[src/rtl/cpu_priv_params.svh]
// Purpose : Constants for the privileged register bank
// Assumes : Included by the package and the testbench
// Notes   : Register selects are move-to/move-from register numbers
`ifndef CPU_PRIV_PARAMS_SVH
`define CPU_PRIV_PARAMS_SVH

// ----------------------------------------------------------------
// Register selects
// ----------------------------------------------------------------
`define SEL_W              5
`define SEL_MODE           5'h00
`define SEL_EXCEPTION_SUMMARY        5'h01
`define SEL_FW_BASE        5'h02
`define SEL_HW_IRQ_REQ     5'h03
`define SEL_SW_IRQ_REQ     5'h04
`define SEL_ASYNC_REQ      5'h05
`define SEL_HW_IRQ_EN      5'h06
`define SEL_SW_IRQ_EN      5'h07
`define SEL_ASYNC_EN       5'h08
`define SEL_SERIAL_TX      5'h09
`define SEL_XLATE_CTL      5'h0a
`define SEL_DX_ENTRY       5'h0b
`define SEL_DX_HOLD        5'h0c
`define SEL_FAULT_STATUS   5'h0d
`define SEL_FAULT_VA       5'h0e
`define SEL_DX_ZAP         5'h0f
`define SEL_DX_GLOBAL_INV  5'h10
`define SEL_DX_SINGLE_INV  5'h11
`define SEL_IC_FLUSH       5'h12
`define SEL_IC_GLOBAL      5'h13
`define SEL_ALTERNATE_MODE_SELECT       5'h14
`define SEL_CYCLE_CNT      5'h15
`define SEL_CYCLE_CTL      5'h16
`define SEL_CACHE_STATUS   5'h17
`define SEL_DC_ERR_ADDR    5'h18
`define SEL_BUS_STATUS     5'h19
`define SEL_BUS_ADDR       5'h1a
`define SEL_FILL_ADDR      5'h1b
`define SEL_FILL_SYND      5'h1c
`define SEL_BACKUP_TAG_CAPTURE         5'h1d

// ----------------------------------------------------------------
// Field positions
// ----------------------------------------------------------------
`define EXC_TRAP_LO        2
`define EXC_TRAP_HI        8
`define SUM_ASYNC_LO       29
`define SUM_SW_LO          14
`define WR_SW_LO           33
`define WR_ASYNC_LO        48
`define WR_HWEN_LO         9
`define DX_PFN_LO          32
`define DX_EN_LO           8
`define DX_ASM_BIT         4
`define DX_FOW_BIT         2
`define DX_FOR_BIT         1
`define VA_TAG_LO          13
`define ALTERNATE_MODE_SELECT_LO        3
`define CC_ENABLE_BIT      32
`define BUS_CMD_BLOCK_RD   3'h1
`define BUS_CMD_LOCKED_LD  3'h2
`define DX_ENTRIES         32
`define BACKUP_TAG_CAPTURE_W           23

`endif

[src/rtl/cpu_priv_pkg.sv]
// Purpose : Types for the privileged register bank
// Assumes : Constants come from the params header
// Notes   : Whole bank state is one packed struct
package cpu_priv_pkg;
`include "cpu_priv_params.svh"

    typedef struct packed {
        logic        valid;
        logic [29:0] tag;
        logic        global_match_bit;
        logic [20:0] pfn;
        logic [3:0]  rd_en;
        logic [3:0]  wr_en;
        logic        fault_on_write;
        logic        fault_on_read;
    } dx_entry_t;

    typedef struct packed {
        dx_entry_t [`DX_ENTRIES-1:0] data_xlate_buffer;
        logic [4:0]  fill_ptr;
        logic [4:0]  read_ptr;
        dx_entry_t   dx_hold;
        logic [1:0]  cur_mode;
        logic [6:0]  exception_summary;
        logic [19:0] fw_base;
        logic [15:1] sw_irq_req;
        logic [3:0]  async_trap_req;
        logic [5:0]  hw_irq_en;
        logic [15:1] sw_irq_en;
        logic [3:0]  async_trap_en;
        logic        serial_tx;
        logic [1:0]  gran_hint;
        logic [14:0] fault_stat;
        logic [63:0] fault_va;
        logic        fault_lock;
        logic [1:0]  alternate_mode_select;
        logic [31:0] cc_count;
        logic [31:0] cc_offset;
        logic        cc_enable;
        logic [1:0]  cache_err;
        logic        cache_lock;
        logic [33:0] dc_err_addr;
        logic [14:0] bus_stat;
        logic        bus_lock;
        logic        fill_lock;
        logic [31:0] bus_addr;
        logic [28:0] fill_addr;
        logic [13:0] fill_synd;
        logic [`BACKUP_TAG_CAPTURE_W-1:0] backup_tag_capture;
        logic        bc_lock;
        logic [63:0] rdata;
        logic        rvalid;
        logic        irq;
        logic        ic_flush;
        logic        ic_global_flush;
    } bank_state_t;

endpackage

[src/rtl/cpu_privileged_register_bank.sv]
// Purpose : Privileged register bank reached by move-to/move-from
// Assumes : All event inputs come from core logic on CLOCK
// Notes   : Read data returns one cycle after the move-from strobe
// Behaviour
// - Write to summary clears accumulated trap bits
// - Request read shows live requests, hardware request writes ignored
// - Hardware enable bits gate hardware requests
// - Software and async-trap enables gate per bit
// - Async trap request holds four mode bits
// - Entry register fills buffer, hold shows reads
// - Fault latches address and status until address read
// - Zap write invalidates all 32 entries
// - Global invalidate drops non-global entries only
// - Single invalidate drops entry matching address
// - Flush write invalidates whole instruction cache
// - Global flush drops non-global cache blocks
// - Alternate mode field sits in bits 4:3
// - Counter increments when enabled, control loads
// - Cache status freezes until error address read
// - Bus errors freeze status bits 6:0
// - Bus address read unlocks address and status
// - Address bits 4:2 zero except block read and locked load commands
// - Fill address read unlocks fill fields, syndrome
// - Syndrome locks two 7-bit halves
// - Backup tag loads per probe unless locked
// - Tag read returns LSB, shifts right
`timescale 1ns/10ps
module cpu_privileged_register_bank
    import cpu_priv_pkg::*;
#(
    parameter logic [2:0] CHIP_ID = 3'h5 // Arbitrary value
) (
    // Clock, reset, enable
    input  wire logic                 CLOCK,
    input  wire logic                 RST_B,
    input  wire logic                 CE,
    // Move-to / move-from port
    input  wire logic                 MT_VALID,
    input  wire logic                 MF_VALID,
    input  wire logic [`SEL_W-1:0]    REG_SEL,
    input  wire logic [63:0]          WDATA,
    input  wire logic [29:0]          XLATE_TAG,
    output logic      [63:0]          RDATA,
    output logic                      RVALID,
    // Core events
    input  wire logic [6:0]           TRAP_SET,
    input  wire logic [5:0]           HW_IRQ,
    input  wire logic                 FAULT_VALID,
    input  wire logic [63:0]          FAULT_VA_IN,
    input  wire logic [14:0]          FAULT_STAT_IN,
    input  wire logic                 CACHE_FILL_PERR,
    input  wire logic [1:0]           CACHE_ERR_IN,
    input  wire logic [33:0]          CACHE_ERR_ADDR,
    input  wire logic                 BUS_ERR_VALID,
    input  wire logic [3:0]           BUS_ERR_BITS,
    input  wire logic [2:0]           BUS_CMD,
    input  wire logic [33:0]          BUS_ERR_ADDR,
    input  wire logic                 FILL_ERR_VALID,
    input  wire logic [4:0]           FILL_ERR_BITS,
    input  wire logic [33:0]          FILL_ERR_ADDR,
    input  wire logic [13:0]          FILL_SYND_IN,
    input  wire logic                 TAG_PROBE,
    input  wire logic [`BACKUP_TAG_CAPTURE_W-1:0] TAG_PROBE_DATA,
    // Outputs to the core
    output logic                      INTR_REQ,
    output logic                      IC_FLUSH,
    output logic                      IC_GLOBAL_FLUSH,
    output logic [1:0]                ALTERNATE_MODE_SELECT_FIELD,
    output logic [1:0]                CURRENT_MODE,
    output logic                      SERIAL_TX
);

    bank_state_t r;
    bank_state_t n;
    logic        wr;
    logic        rd;
    logic [63:0] rsum;
    logic [63:0] rmux;
    dx_entry_t   e;
    logic        bus_lock_eff;
    logic        fill_lock_eff;

    assign wr = MT_VALID & CE;
    assign rd = MF_VALID & CE;

    // ----------------------------------------------------------------
    // Read multiplexer
    // ----------------------------------------------------------------
    always_comb begin
        rsum = 64'h0;
        rsum[32:29] = r.async_trap_req;
        rsum[28:14] = r.sw_irq_req;
        rsum[12:10] = HW_IRQ[2:0];
        rsum[7:5]   = HW_IRQ[5:3];
        rsum[3]     = |(r.async_trap_req & r.async_trap_en);
        rsum[2]     = |(r.sw_irq_req & r.sw_irq_en);
        rsum[1]     = |(HW_IRQ & r.hw_irq_en);
        rmux = 64'h0;
        case (REG_SEL)
            `SEL_MODE: begin
                rmux[34] = r.cur_mode[1];
                rmux[1]  = r.cur_mode[0];
            end
            `SEL_EXCEPTION_SUMMARY:    rmux[`EXC_TRAP_HI:`EXC_TRAP_LO] = r.exception_summary;
            `SEL_FW_BASE:    rmux[33:14] = r.fw_base;
            `SEL_HW_IRQ_REQ, `SEL_SW_IRQ_REQ, `SEL_ASYNC_REQ:
                rmux = rsum;
            `SEL_HW_IRQ_EN, `SEL_SW_IRQ_EN, `SEL_ASYNC_EN: begin
                rmux[32:29] = r.async_trap_en;
                rmux[28:14] = r.sw_irq_en;
                rmux[12:10] = r.hw_irq_en[2:0];
                rmux[7:5]   = r.hw_irq_en[5:3];
            end
            `SEL_DX_HOLD: begin
                rmux[34]    = r.dx_hold.global_match_bit;
                rmux[33:13] = r.dx_hold.pfn;
                rmux[12:9]  = r.dx_hold.rd_en;
                rmux[8:5]   = r.dx_hold.wr_en;
                rmux[4]     = r.dx_hold.fault_on_write;
                rmux[3]     = r.dx_hold.fault_on_read;
            end
            `SEL_FAULT_STATUS: rmux[14:0] = r.fault_stat;
            `SEL_FAULT_VA:     rmux = r.fault_va;
            `SEL_CYCLE_CNT:    rmux = {r.cc_offset, r.cc_count};
            `SEL_CACHE_STATUS: rmux[5:0] = {r.cache_err, 1'b0, CHIP_ID};
            `SEL_DC_ERR_ADDR:  rmux[33:0] = r.dc_err_addr;
            `SEL_BUS_STATUS:   rmux[14:0] = r.bus_stat;
            `SEL_BUS_ADDR:     rmux[33:2] = r.bus_addr;
            `SEL_FILL_ADDR:    rmux[33:5] = r.fill_addr;
            `SEL_FILL_SYND:    rmux[13:0] = r.fill_synd;
            `SEL_BACKUP_TAG_CAPTURE:       rmux[0] = r.backup_tag_capture[0];
            default:           rmux = 64'h0;
        endcase
    end

    // ----------------------------------------------------------------
    // Next state
    // ----------------------------------------------------------------
    always_comb begin
        n = r;
        e = '0;
        n.rvalid = rd;
        n.ic_flush = 1'b0;
        n.ic_global_flush = 1'b0;
        if (rd) begin
            n.rdata = rmux;
        end

        // Traps accumulate; a trap in the clearing cycle survives
        if (wr && REG_SEL == `SEL_EXCEPTION_SUMMARY) begin
            n.exception_summary = TRAP_SET;
        end else begin
            n.exception_summary = r.exception_summary | TRAP_SET;
        end

        if (wr) begin
            case (REG_SEL)
                `SEL_MODE:      n.cur_mode = WDATA[4:3];
                `SEL_FW_BASE:   n.fw_base = WDATA[33:14];
                `SEL_SW_IRQ_REQ: n.sw_irq_req = WDATA[47:`WR_SW_LO];
                `SEL_ASYNC_REQ: n.async_trap_req = WDATA[51:`WR_ASYNC_LO];
                `SEL_HW_IRQ_EN: n.hw_irq_en = WDATA[14:`WR_HWEN_LO];
                `SEL_SW_IRQ_EN: n.sw_irq_en = WDATA[47:`WR_SW_LO];
                `SEL_ASYNC_EN:  n.async_trap_en = WDATA[51:`WR_ASYNC_LO];
                `SEL_SERIAL_TX: n.serial_tx = WDATA[3];
                `SEL_XLATE_CTL: n.gran_hint = WDATA[6:5];
                `SEL_DX_ENTRY: begin
                    e = '0;
                    e.valid = 1'b1;
                    e.tag = XLATE_TAG;
                    e.global_match_bit = WDATA[`DX_ASM_BIT];
                    e.pfn = WDATA[52:`DX_PFN_LO];
                    e.rd_en = WDATA[11:`DX_EN_LO];
                    e.wr_en = WDATA[15:12];
                    e.fault_on_write = WDATA[`DX_FOW_BIT];
                    e.fault_on_read = WDATA[`DX_FOR_BIT];
                    n.data_xlate_buffer[r.fill_ptr] = e;
                    n.fill_ptr = r.fill_ptr + 5'h1;
                end
                `SEL_DX_ZAP: begin
                    for (int i = 0; i < `DX_ENTRIES; i++) begin
                        n.data_xlate_buffer[i].valid = 1'b0;
                    end
                end
                `SEL_DX_GLOBAL_INV: begin
                    for (int i = 0; i < `DX_ENTRIES; i++) begin
                        if (!r.data_xlate_buffer[i].global_match_bit) begin
                            n.data_xlate_buffer[i].valid = 1'b0;
                        end
                    end
                end
                `SEL_DX_SINGLE_INV: begin
                    for (int i = 0; i < `DX_ENTRIES; i++) begin
                        if (r.data_xlate_buffer[i].tag == WDATA[42:`VA_TAG_LO]) begin
                            n.data_xlate_buffer[i].valid = 1'b0;
                        end
                    end
                end
                `SEL_IC_FLUSH:  n.ic_flush = 1'b1;
                `SEL_IC_GLOBAL: n.ic_global_flush = 1'b1;
                `SEL_ALTERNATE_MODE_SELECT:  n.alternate_mode_select = WDATA[4:`ALTERNATE_MODE_SELECT_LO];
                `SEL_CYCLE_CNT: n.cc_offset = WDATA[63:32];
                default: ;
            endcase
        end

        // Read side effects
        if (rd && REG_SEL == `SEL_DX_ENTRY) begin
            n.dx_hold = r.data_xlate_buffer[r.read_ptr];
            n.read_ptr = r.read_ptr + 5'h1;
        end
        if (rd && REG_SEL == `SEL_FAULT_VA) begin
            n.fault_lock = 1'b0;
        end
        if (rd && REG_SEL == `SEL_DC_ERR_ADDR) begin
            n.cache_lock = 1'b0;
        end

        // Cycle counter
        if (r.cc_enable) begin
            n.cc_count = r.cc_count + 32'h1;
        end
        if (wr && REG_SEL == `SEL_CYCLE_CTL) begin
            n.cc_enable = WDATA[`CC_ENABLE_BIT];
            n.cc_count = WDATA[31:0];
        end

        // Fault capture; unlocking read and new fault may coincide
        if (FAULT_VALID && !n.fault_lock) begin
            n.fault_va = FAULT_VA_IN;
            n.fault_stat = FAULT_STAT_IN;
            n.fault_lock = 1'b1;
        end
        if (!n.cache_lock) begin
            n.cache_err = CACHE_ERR_IN;
            if (CACHE_FILL_PERR) begin
                n.dc_err_addr = CACHE_ERR_ADDR;
                n.cache_lock = 1'b1;
            end
        end

        // Bus unit errors
        bus_lock_eff = r.bus_lock && !(rd && REG_SEL == `SEL_BUS_ADDR);
        fill_lock_eff = r.fill_lock && !(rd && REG_SEL == `SEL_FILL_ADDR);
        n.bus_lock = bus_lock_eff;
        n.fill_lock = fill_lock_eff;
        if (BUS_ERR_VALID) begin
            if (bus_lock_eff) begin
                n.bus_stat[7] = 1'b1;
            end else begin
                n.bus_stat[3:0] = BUS_ERR_BITS;
                n.bus_stat[6:4] = BUS_CMD;
                n.bus_addr = BUS_ERR_ADDR[33:2];
                if (BUS_CMD != `BUS_CMD_BLOCK_RD && BUS_CMD != `BUS_CMD_LOCKED_LD) begin
                    n.bus_addr[2:0] = 3'h0;
                end
                n.bus_lock = |BUS_ERR_BITS;
            end
        end
        if (FILL_ERR_VALID) begin
            if (fill_lock_eff) begin
                n.bus_stat[14] = 1'b1;
            end else begin
                n.bus_stat[12:8] = FILL_ERR_BITS;
                n.fill_addr = FILL_ERR_ADDR[33:5];
                n.fill_synd = FILL_SYND_IN;
                n.fill_lock = FILL_ERR_BITS[0] | FILL_ERR_BITS[2];
            end
        end

        // Backup tag: shift on read, reload on probe, unlock on write
        if (rd && REG_SEL == `SEL_BACKUP_TAG_CAPTURE) begin
            n.backup_tag_capture = r.backup_tag_capture >> 1;
        end
        if (wr && REG_SEL == `SEL_BACKUP_TAG_CAPTURE) begin
            n.bc_lock = 1'b0;
        end
        if (TAG_PROBE && !n.bc_lock) begin
            n.backup_tag_capture = TAG_PROBE_DATA;
        end
        if ((BUS_ERR_VALID && |BUS_ERR_BITS[3:2]) ||
            (FILL_ERR_VALID && (FILL_ERR_BITS[0] | FILL_ERR_BITS[2]))) begin
            n.bc_lock = 1'b1;
        end

        n.irq = |(HW_IRQ & n.hw_irq_en) | |(n.sw_irq_req & n.sw_irq_en) |
                |(n.async_trap_req & n.async_trap_en);
    end

    always_ff @(posedge CLOCK or negedge RST_B) begin
        if (!RST_B) begin
            r <= '0;
        end else if (CE) begin
            r <= n;
        end
    end

    assign RDATA = r.rdata;
    assign RVALID = r.rvalid;
    assign INTR_REQ = r.irq;
    assign IC_FLUSH = r.ic_flush;
    assign IC_GLOBAL_FLUSH = r.ic_global_flush;
    assign ALTERNATE_MODE_SELECT_FIELD = r.alternate_mode_select;
    assign CURRENT_MODE = r.cur_mode;
    assign SERIAL_TX = r.serial_tx;

    // ----------------------------------------------------------------
    // Assertions
    // ----------------------------------------------------------------
    a_exc_clear: assert property (@(posedge CLOCK) disable iff (!RST_B)
        wr && REG_SEL == `SEL_EXCEPTION_SUMMARY && TRAP_SET == 7'h0 |=> r.exception_summary == 7'h0)
        else $error("summary not cleared by write");
    a_req_live: assert property (@(posedge CLOCK) disable iff (!RST_B)
        rd && REG_SEL == `SEL_HW_IRQ_REQ |=> RVALID && RDATA[12:10] == $past(HW_IRQ[2:0]))
        else $error("request read not live");
    a_irq_gate: assert property (@(posedge CLOCK) disable iff (!RST_B)
        CE && r.hw_irq_en == 6'h0 && r.sw_irq_en == 15'h0 && r.async_trap_en == 4'h0
        && !wr |=> !INTR_REQ)
        else $error("interrupt raised while all disabled");
    a_async_rw: assert property (@(posedge CLOCK) disable iff (!RST_B)
        wr && REG_SEL == `SEL_ASYNC_REQ ##1 rd && !wr && REG_SEL == `SEL_ASYNC_REQ
        |=> RDATA[32:29] == $past(WDATA[51:48], 2))
        else $error("async request readback wrong");
    a_va_lock: assert property (@(posedge CLOCK) disable iff (!RST_B)
        CE && r.fault_lock && !(rd && REG_SEL == `SEL_FAULT_VA) |=> $stable(r.fault_va))
        else $error("fault address changed while locked");
    a_zap_all: assert property (@(posedge CLOCK) disable iff (!RST_B)
        wr && REG_SEL == `SEL_DX_ZAP |=> r.data_xlate_buffer[0].valid == 1'b0 && r.data_xlate_buffer[31].valid == 1'b0)
        else $error("entries survive zap");
    a_cc_count: assert property (@(posedge CLOCK) disable iff (!RST_B)
        CE && r.cc_enable && !(wr && REG_SEL == `SEL_CYCLE_CTL)
        |=> r.cc_count == $past(r.cc_count) + 32'h1)
        else $error("counter did not advance");
    a_bus_freeze: assert property (@(posedge CLOCK) disable iff (!RST_B)
        CE && r.bus_lock && !(rd && REG_SEL == `SEL_BUS_ADDR)
        |=> r.bus_stat[6:0] == $past(r.bus_stat[6:0]))
        else $error("bus status moved while locked");
    a_addr_zero: assert property (@(posedge CLOCK) disable iff (!RST_B)
        CE && BUS_ERR_VALID && !bus_lock_eff && BUS_CMD == 3'h0 |=> r.bus_addr[2:0] == 3'h0)
        else $error("address bits 4:2 not zero");
    a_tag_shift: assert property (@(posedge CLOCK) disable iff (!RST_B)
        rd && REG_SEL == `SEL_BACKUP_TAG_CAPTURE && r.bc_lock && !wr
        |=> r.backup_tag_capture == ($past(r.backup_tag_capture) >> 1) && RDATA[0] == $past(r.backup_tag_capture[0]))
        else $error("tag read did not shift");
    c_fault_lock: cover property (@(posedge CLOCK) disable iff (!RST_B)
        r.fault_lock ##1 rd && REG_SEL == `SEL_FAULT_VA ##1 !r.fault_lock);
    c_bus_fatal: cover property (@(posedge CLOCK) disable iff (!RST_B)
        r.bus_lock && BUS_ERR_VALID && CE ##1 r.bus_stat[7]);
    c_irq_up: cover property (@(posedge CLOCK) disable iff (!RST_B) $rose(INTR_REQ));

endmodule // cpu_privileged_register_bank

[config.mk]
export PLATFORM = sky130hd
export DESIGN_NAME = cpu_privileged_register_bank
export DESIGN_NICKNAME = d
export VERILOG_FILES = /design/src/rtl/cpu_priv_pkg.sv /design/src/rtl/cpu_privileged_register_bank.sv
export VERILOG_INCLUDE_DIRS = /design/src /design/src/rtl
export SDC_FILE = /design/constraint.sdc
export NUM_CORES = 2
export LEC_CHECK = 0
export BUFFER_PORTS_ARGS = -buffer_cell sky130_fd_sc_hd__buf_2
export CAP_MARGIN = 10
export CORE_ASPECT_RATIO = 2
export CORE_MARGIN = 1
export CORE_UTILIZATION = 30
export CTS_CLUSTER_DIAMETER = 30
export DETAILED_ROUTE_END_ITERATION = 10
export SYNTH_ARGS = -nofsm -noshare
export SYNTH_HDL_FRONTEND = slang
export SYNTH_SLANG_ARGS = --single-unit
[constraint.sdc]
create_clock -name CLOCK -period 2.31 [get_ports CLOCK]
set_clock_uncertainty 0.05 [all_clocks]
set_input_delay 0.462 -clock CLOCK [delete_from_list [all_inputs] [get_ports CLOCK]]
set_output_delay 0.462 -clock CLOCK [all_outputs]
set_load 0.03 [all_outputs]
==> qor.txt <==
Routed wire per std cell - 27.4 um
reg2reg end - r[460]
number of I/O pins - 427
Detail Route Antenna Nets - 0
hold path endpoint - RDATA[5]
sequential share of the synthesized area - 55.3%
EDFF count, synth - 0
violated checks - negative setup slack
Area Growth Syn to Fin - 27.6%
status - complete, but fails checks
RSZ-0062 raised after global routing - true
clock buffer depth - 4
Fmax achieved - 373 MHz
Arr. time, crit path - 3340 ps
hold path depth - 3
FF+latch count, synth - 1507
DP Wirelength - 169000 um
Cells after Synth - 4682
Yosys warnings - 0
CTS H-tree lvls - 4
worst r2r src - r[507]
Fillers - 21100
Initial Utilization - 30.2%
Post-Layout Cell Count - 8758
Synth Net Count - 5042
DRT Wirelength - 240000 um
full die area - 230000 um^2
CTS tree - done
number of global-route vias before repair - 49600
CP Class - flip-flop to flip-flop
initial antenna violation count - 35
Core ar. - 226000 um^2
CTS buffer count - 161
port buffer count - 389
Final Hold Violating Endpoints - 0
First-pass DRT Iterations - 7
Worst setup SP type - flip-flop
syn avg cell area - 14.6 um^2
largest net degree at the start of global routing - 92
nets@finish - 5969
Fin Hold WS - 51.2 ps
WP data required - 2970 ps
HP Class - input pin to flip-flop
final worst slack - -374 ps
drt via density - 5.20
FF-to-FF path depth - 7
Hold Startpoint - HW_IRQ[3]
Power Dens Cells - 756 nW/um^2
grt total ovfl - 0
Leakage Power - 40.9 nW
r2r setup slk - -370 ps
Final Setup Violations - 32
share of cells above drive strength 1 - 51.7%
Residual DRC - 0
routability cong. - 0.953
Tcrit/Tclk final - 116%
clk sink count - 1507
row count - 247
placed cells - 8125
die width - 339 um
Die Y - 677 um
CTS Root Cell - clkbuf_16
most common flop cell mapped by yosys - dfrtp_1
Synth async-reset ratio - 100%
CTS clk-pin slew, worst paths - 70 ps
crit path max fanout - 8
crit end category - flip-flop
clock latency on the worst-skew pair - 830 ps
Initial DRC Count - 2895
worst-margin pin slew - 969 ps
Pins Over Slew Limit - 0
post-layout min period - 2680 ps
Netlist Area Pre-Place - 68200 um^2
Synth cell types - 68
Worst VDD drop - 0.000511 V
MaxCap Viol Count - 0
first-pass GRT wire length - 350000 um
Worst slew margin - 35.4%
Vias - 45500
Total GRT Usage - 20.8%
[where the power goes]
part	leakage (nW)	switching, mW	internal, mW	total [mW]
logic	17.9	4.36	4.33	8.69
registers	20.4	1.53	28.2	29.8
clock network	2.64	11.8	15.5	27.4
[cells in the final DEF, fill, tap and decap left out, types with 12 or more instances in the layout]
master / Yosys / layout
a22o_1: 52 / 52
clkbuf_1: 221 / 12
a21oi_2: 1 / 14
and3_1: 33 / 33
nand3_1: 29 / 28
o22ai_1: 14 / 14
nand2_2: 0 / 32
clkinv_4: 0 / 15
dlygate4sd3_1: 0 / 281
mux2i_1: 54 / 44
a21oi_1: 97 / 81
inv_6: 0 / 21
buf_6: 2 / 23
clkbuf_16: 0 / 163
inv_1: 12 / 12
mux2_2: 1304 / 1304
buf_4: 69 / 385
diode_2: 0 / 43
clkbuf_8: 0 / 12
nand2_1: 219 / 185
buf_2: 155 / 388
a31oi_1: 13 / 13
a221oi_1: 55 / 55
o21ai_0: 87 / 86
mux4_2: 320 / 320
bufinv_16: 0 / 17
a22oi_1: 81 / 81
a222oi_1: 16 / 16
clkinvlp_4: 0 / 17
dfrtp_1: 1507 / 1502
nor2_1: 141 / 134
buf_12: 0 / 164
[Yosys cell counts (4+ instances only)]
library cell / n / share of area [%]
a21oi_1: 97 / 0.71
nor2b_1: 4 / 0.037
a31oi_1: 13 / 0.12
mux2_2: 1304 / 22
a2111oi_0: 4 / 0.051
nor3b_1: 5 / 0.055
a41oi_1: 4 / 0.051
and4_1: 5 / 0.064
buf_1: 40 / 0.22
nand3_1: 29 / 0.21
and3_1: 33 / 0.30
a222oi_1: 16 / 0.23
clkbuf_1: 221 / 1.2
and2_1: 8 / 0.073
o21ai_0: 87 / 0.64
a22o_1: 52 / 0.67
xnor2_1: 7 / 0.090
nand2b_1: 7 / 0.064
a21o_1: 8 / 0.088
mux2i_1: 54 / 0.79
nand4_1: 10 / 0.092
ha_1: 6 / 0.11
nand2_1: 219 / 1.2
nor2_1: 141 / 0.78
nor3_1: 14 / 0.10
nor4_1: 8 / 0.073
a22oi_1: 81 / 0.89
a211oi_1: 5 / 0.055
buf_4: 69 / 0.76
a2bb2oi_1: 10 / 0.13
nand3b_1: 6 / 0.066
inv_1: 12 / 0.066
dfrtp_1: 1507 / 55
buf_2: 155 / 1.1
a221oi_1: 55 / 0.71
o22ai_1: 14 / 0.13
mux4_2: 320 / 11
[how the worst max path moves through the flow]
stage	end	start
floorplan	INTR_REQ	REG_SEL[0]
global placement	r[460]	r[507]
detailed placement	r[460]	r[507]
CTS	r[461]	r[507]
global route	r[456]	r[507]
finish	r[460]	r[507]
[worst max-delay path: stages (launching register included)]
cell and delay [ps]:
dfrtp_4 490, buf_12 200, buf_16 160, mux4_2 560
mux4_2 570, mux2i_4 310, buf_6 170, a21oi_2 50
[registers in the layout (all words and copies together) (netlist names)]
signal / cells
r: 1434
RDATA: 64
ALTERNATE_MODE_SELECT_FIELD: 2
CURRENT_MODE: 2
IC_FLUSH: 1
IC_GLOBAL_FLUSH: 1
INTR_REQ: 1
RVALID: 1
SERIAL_TX: 1
[metrics by stage]
stage	util [%]	area [um^2]	power, mW	setup slack [ps]	setup TNS (ps)
5_1_grt	38.5	87100	68.0	-345	-8200
2_1_floorplan	-	68300	33.9	-106	-1180
3_5_place_dp	34.5	78000	37.9	-709	-422700
6_report	38.5	87100	65.8	-374	-6810
4_1_cts	38.4	86800	66.1	-351	-7640
3_3_place_gp	34.5	78000	37.7	-716	-424170
[logic make-up after synthesis]
family / count (synthesis) / share of synthesized area, %
and+or+nand+nor: 506 / 3.35
DFF: 1507 / 55.3
buffers and inverters: 499 / 3.43
AOI/OAI and AO/OA: 476 / 4.85
adders and majority gates: 6 / 0.110
muxes: 1679 / 32.9
xor gates and xnor gates: 9 / 0.116
[per-layer routing]
layer	part of all wire (%)	vias to the layer above	routed length [um]	global-route usage, %
met5	0.056	-	134	0
met4	8.7	18	20900	15.7
met3	4.3	606	10400	3.04
met2	53	1499	128000	38.3
met1	34	24200	80800	21.0
li1	-	19200	-	-
[final cells by class]
type / instances / area, um^2 / share of cell area [%]
antenna: 43 / 108 / 0.124
multi-input combinational: 2676 / 28600 / 32.8
sequential: 1507 / 37700 / 43.3
inverter: 12 / 45.0 / 0.0517
timing repair buffer: 1251 / 11400 / 13.1
clock buffer: 187 / 4290 / 4.92
tap: 2988 / 3740 / 4.29
clock inverter: 94 / 1210 / 1.39
[what timing repair did]
item                                   4_1_cts  5_1_grt
endpoints found under the hold margin      823        0
pin swaps                                    5        4
gates resized for setup                     34       42
hold buffers                               281        0
setup endpoints to repair                   32       37
cloned                                       3        0
buffers inserted                            14       14
No activity file was read; power rests on OpenSTA's default activity.
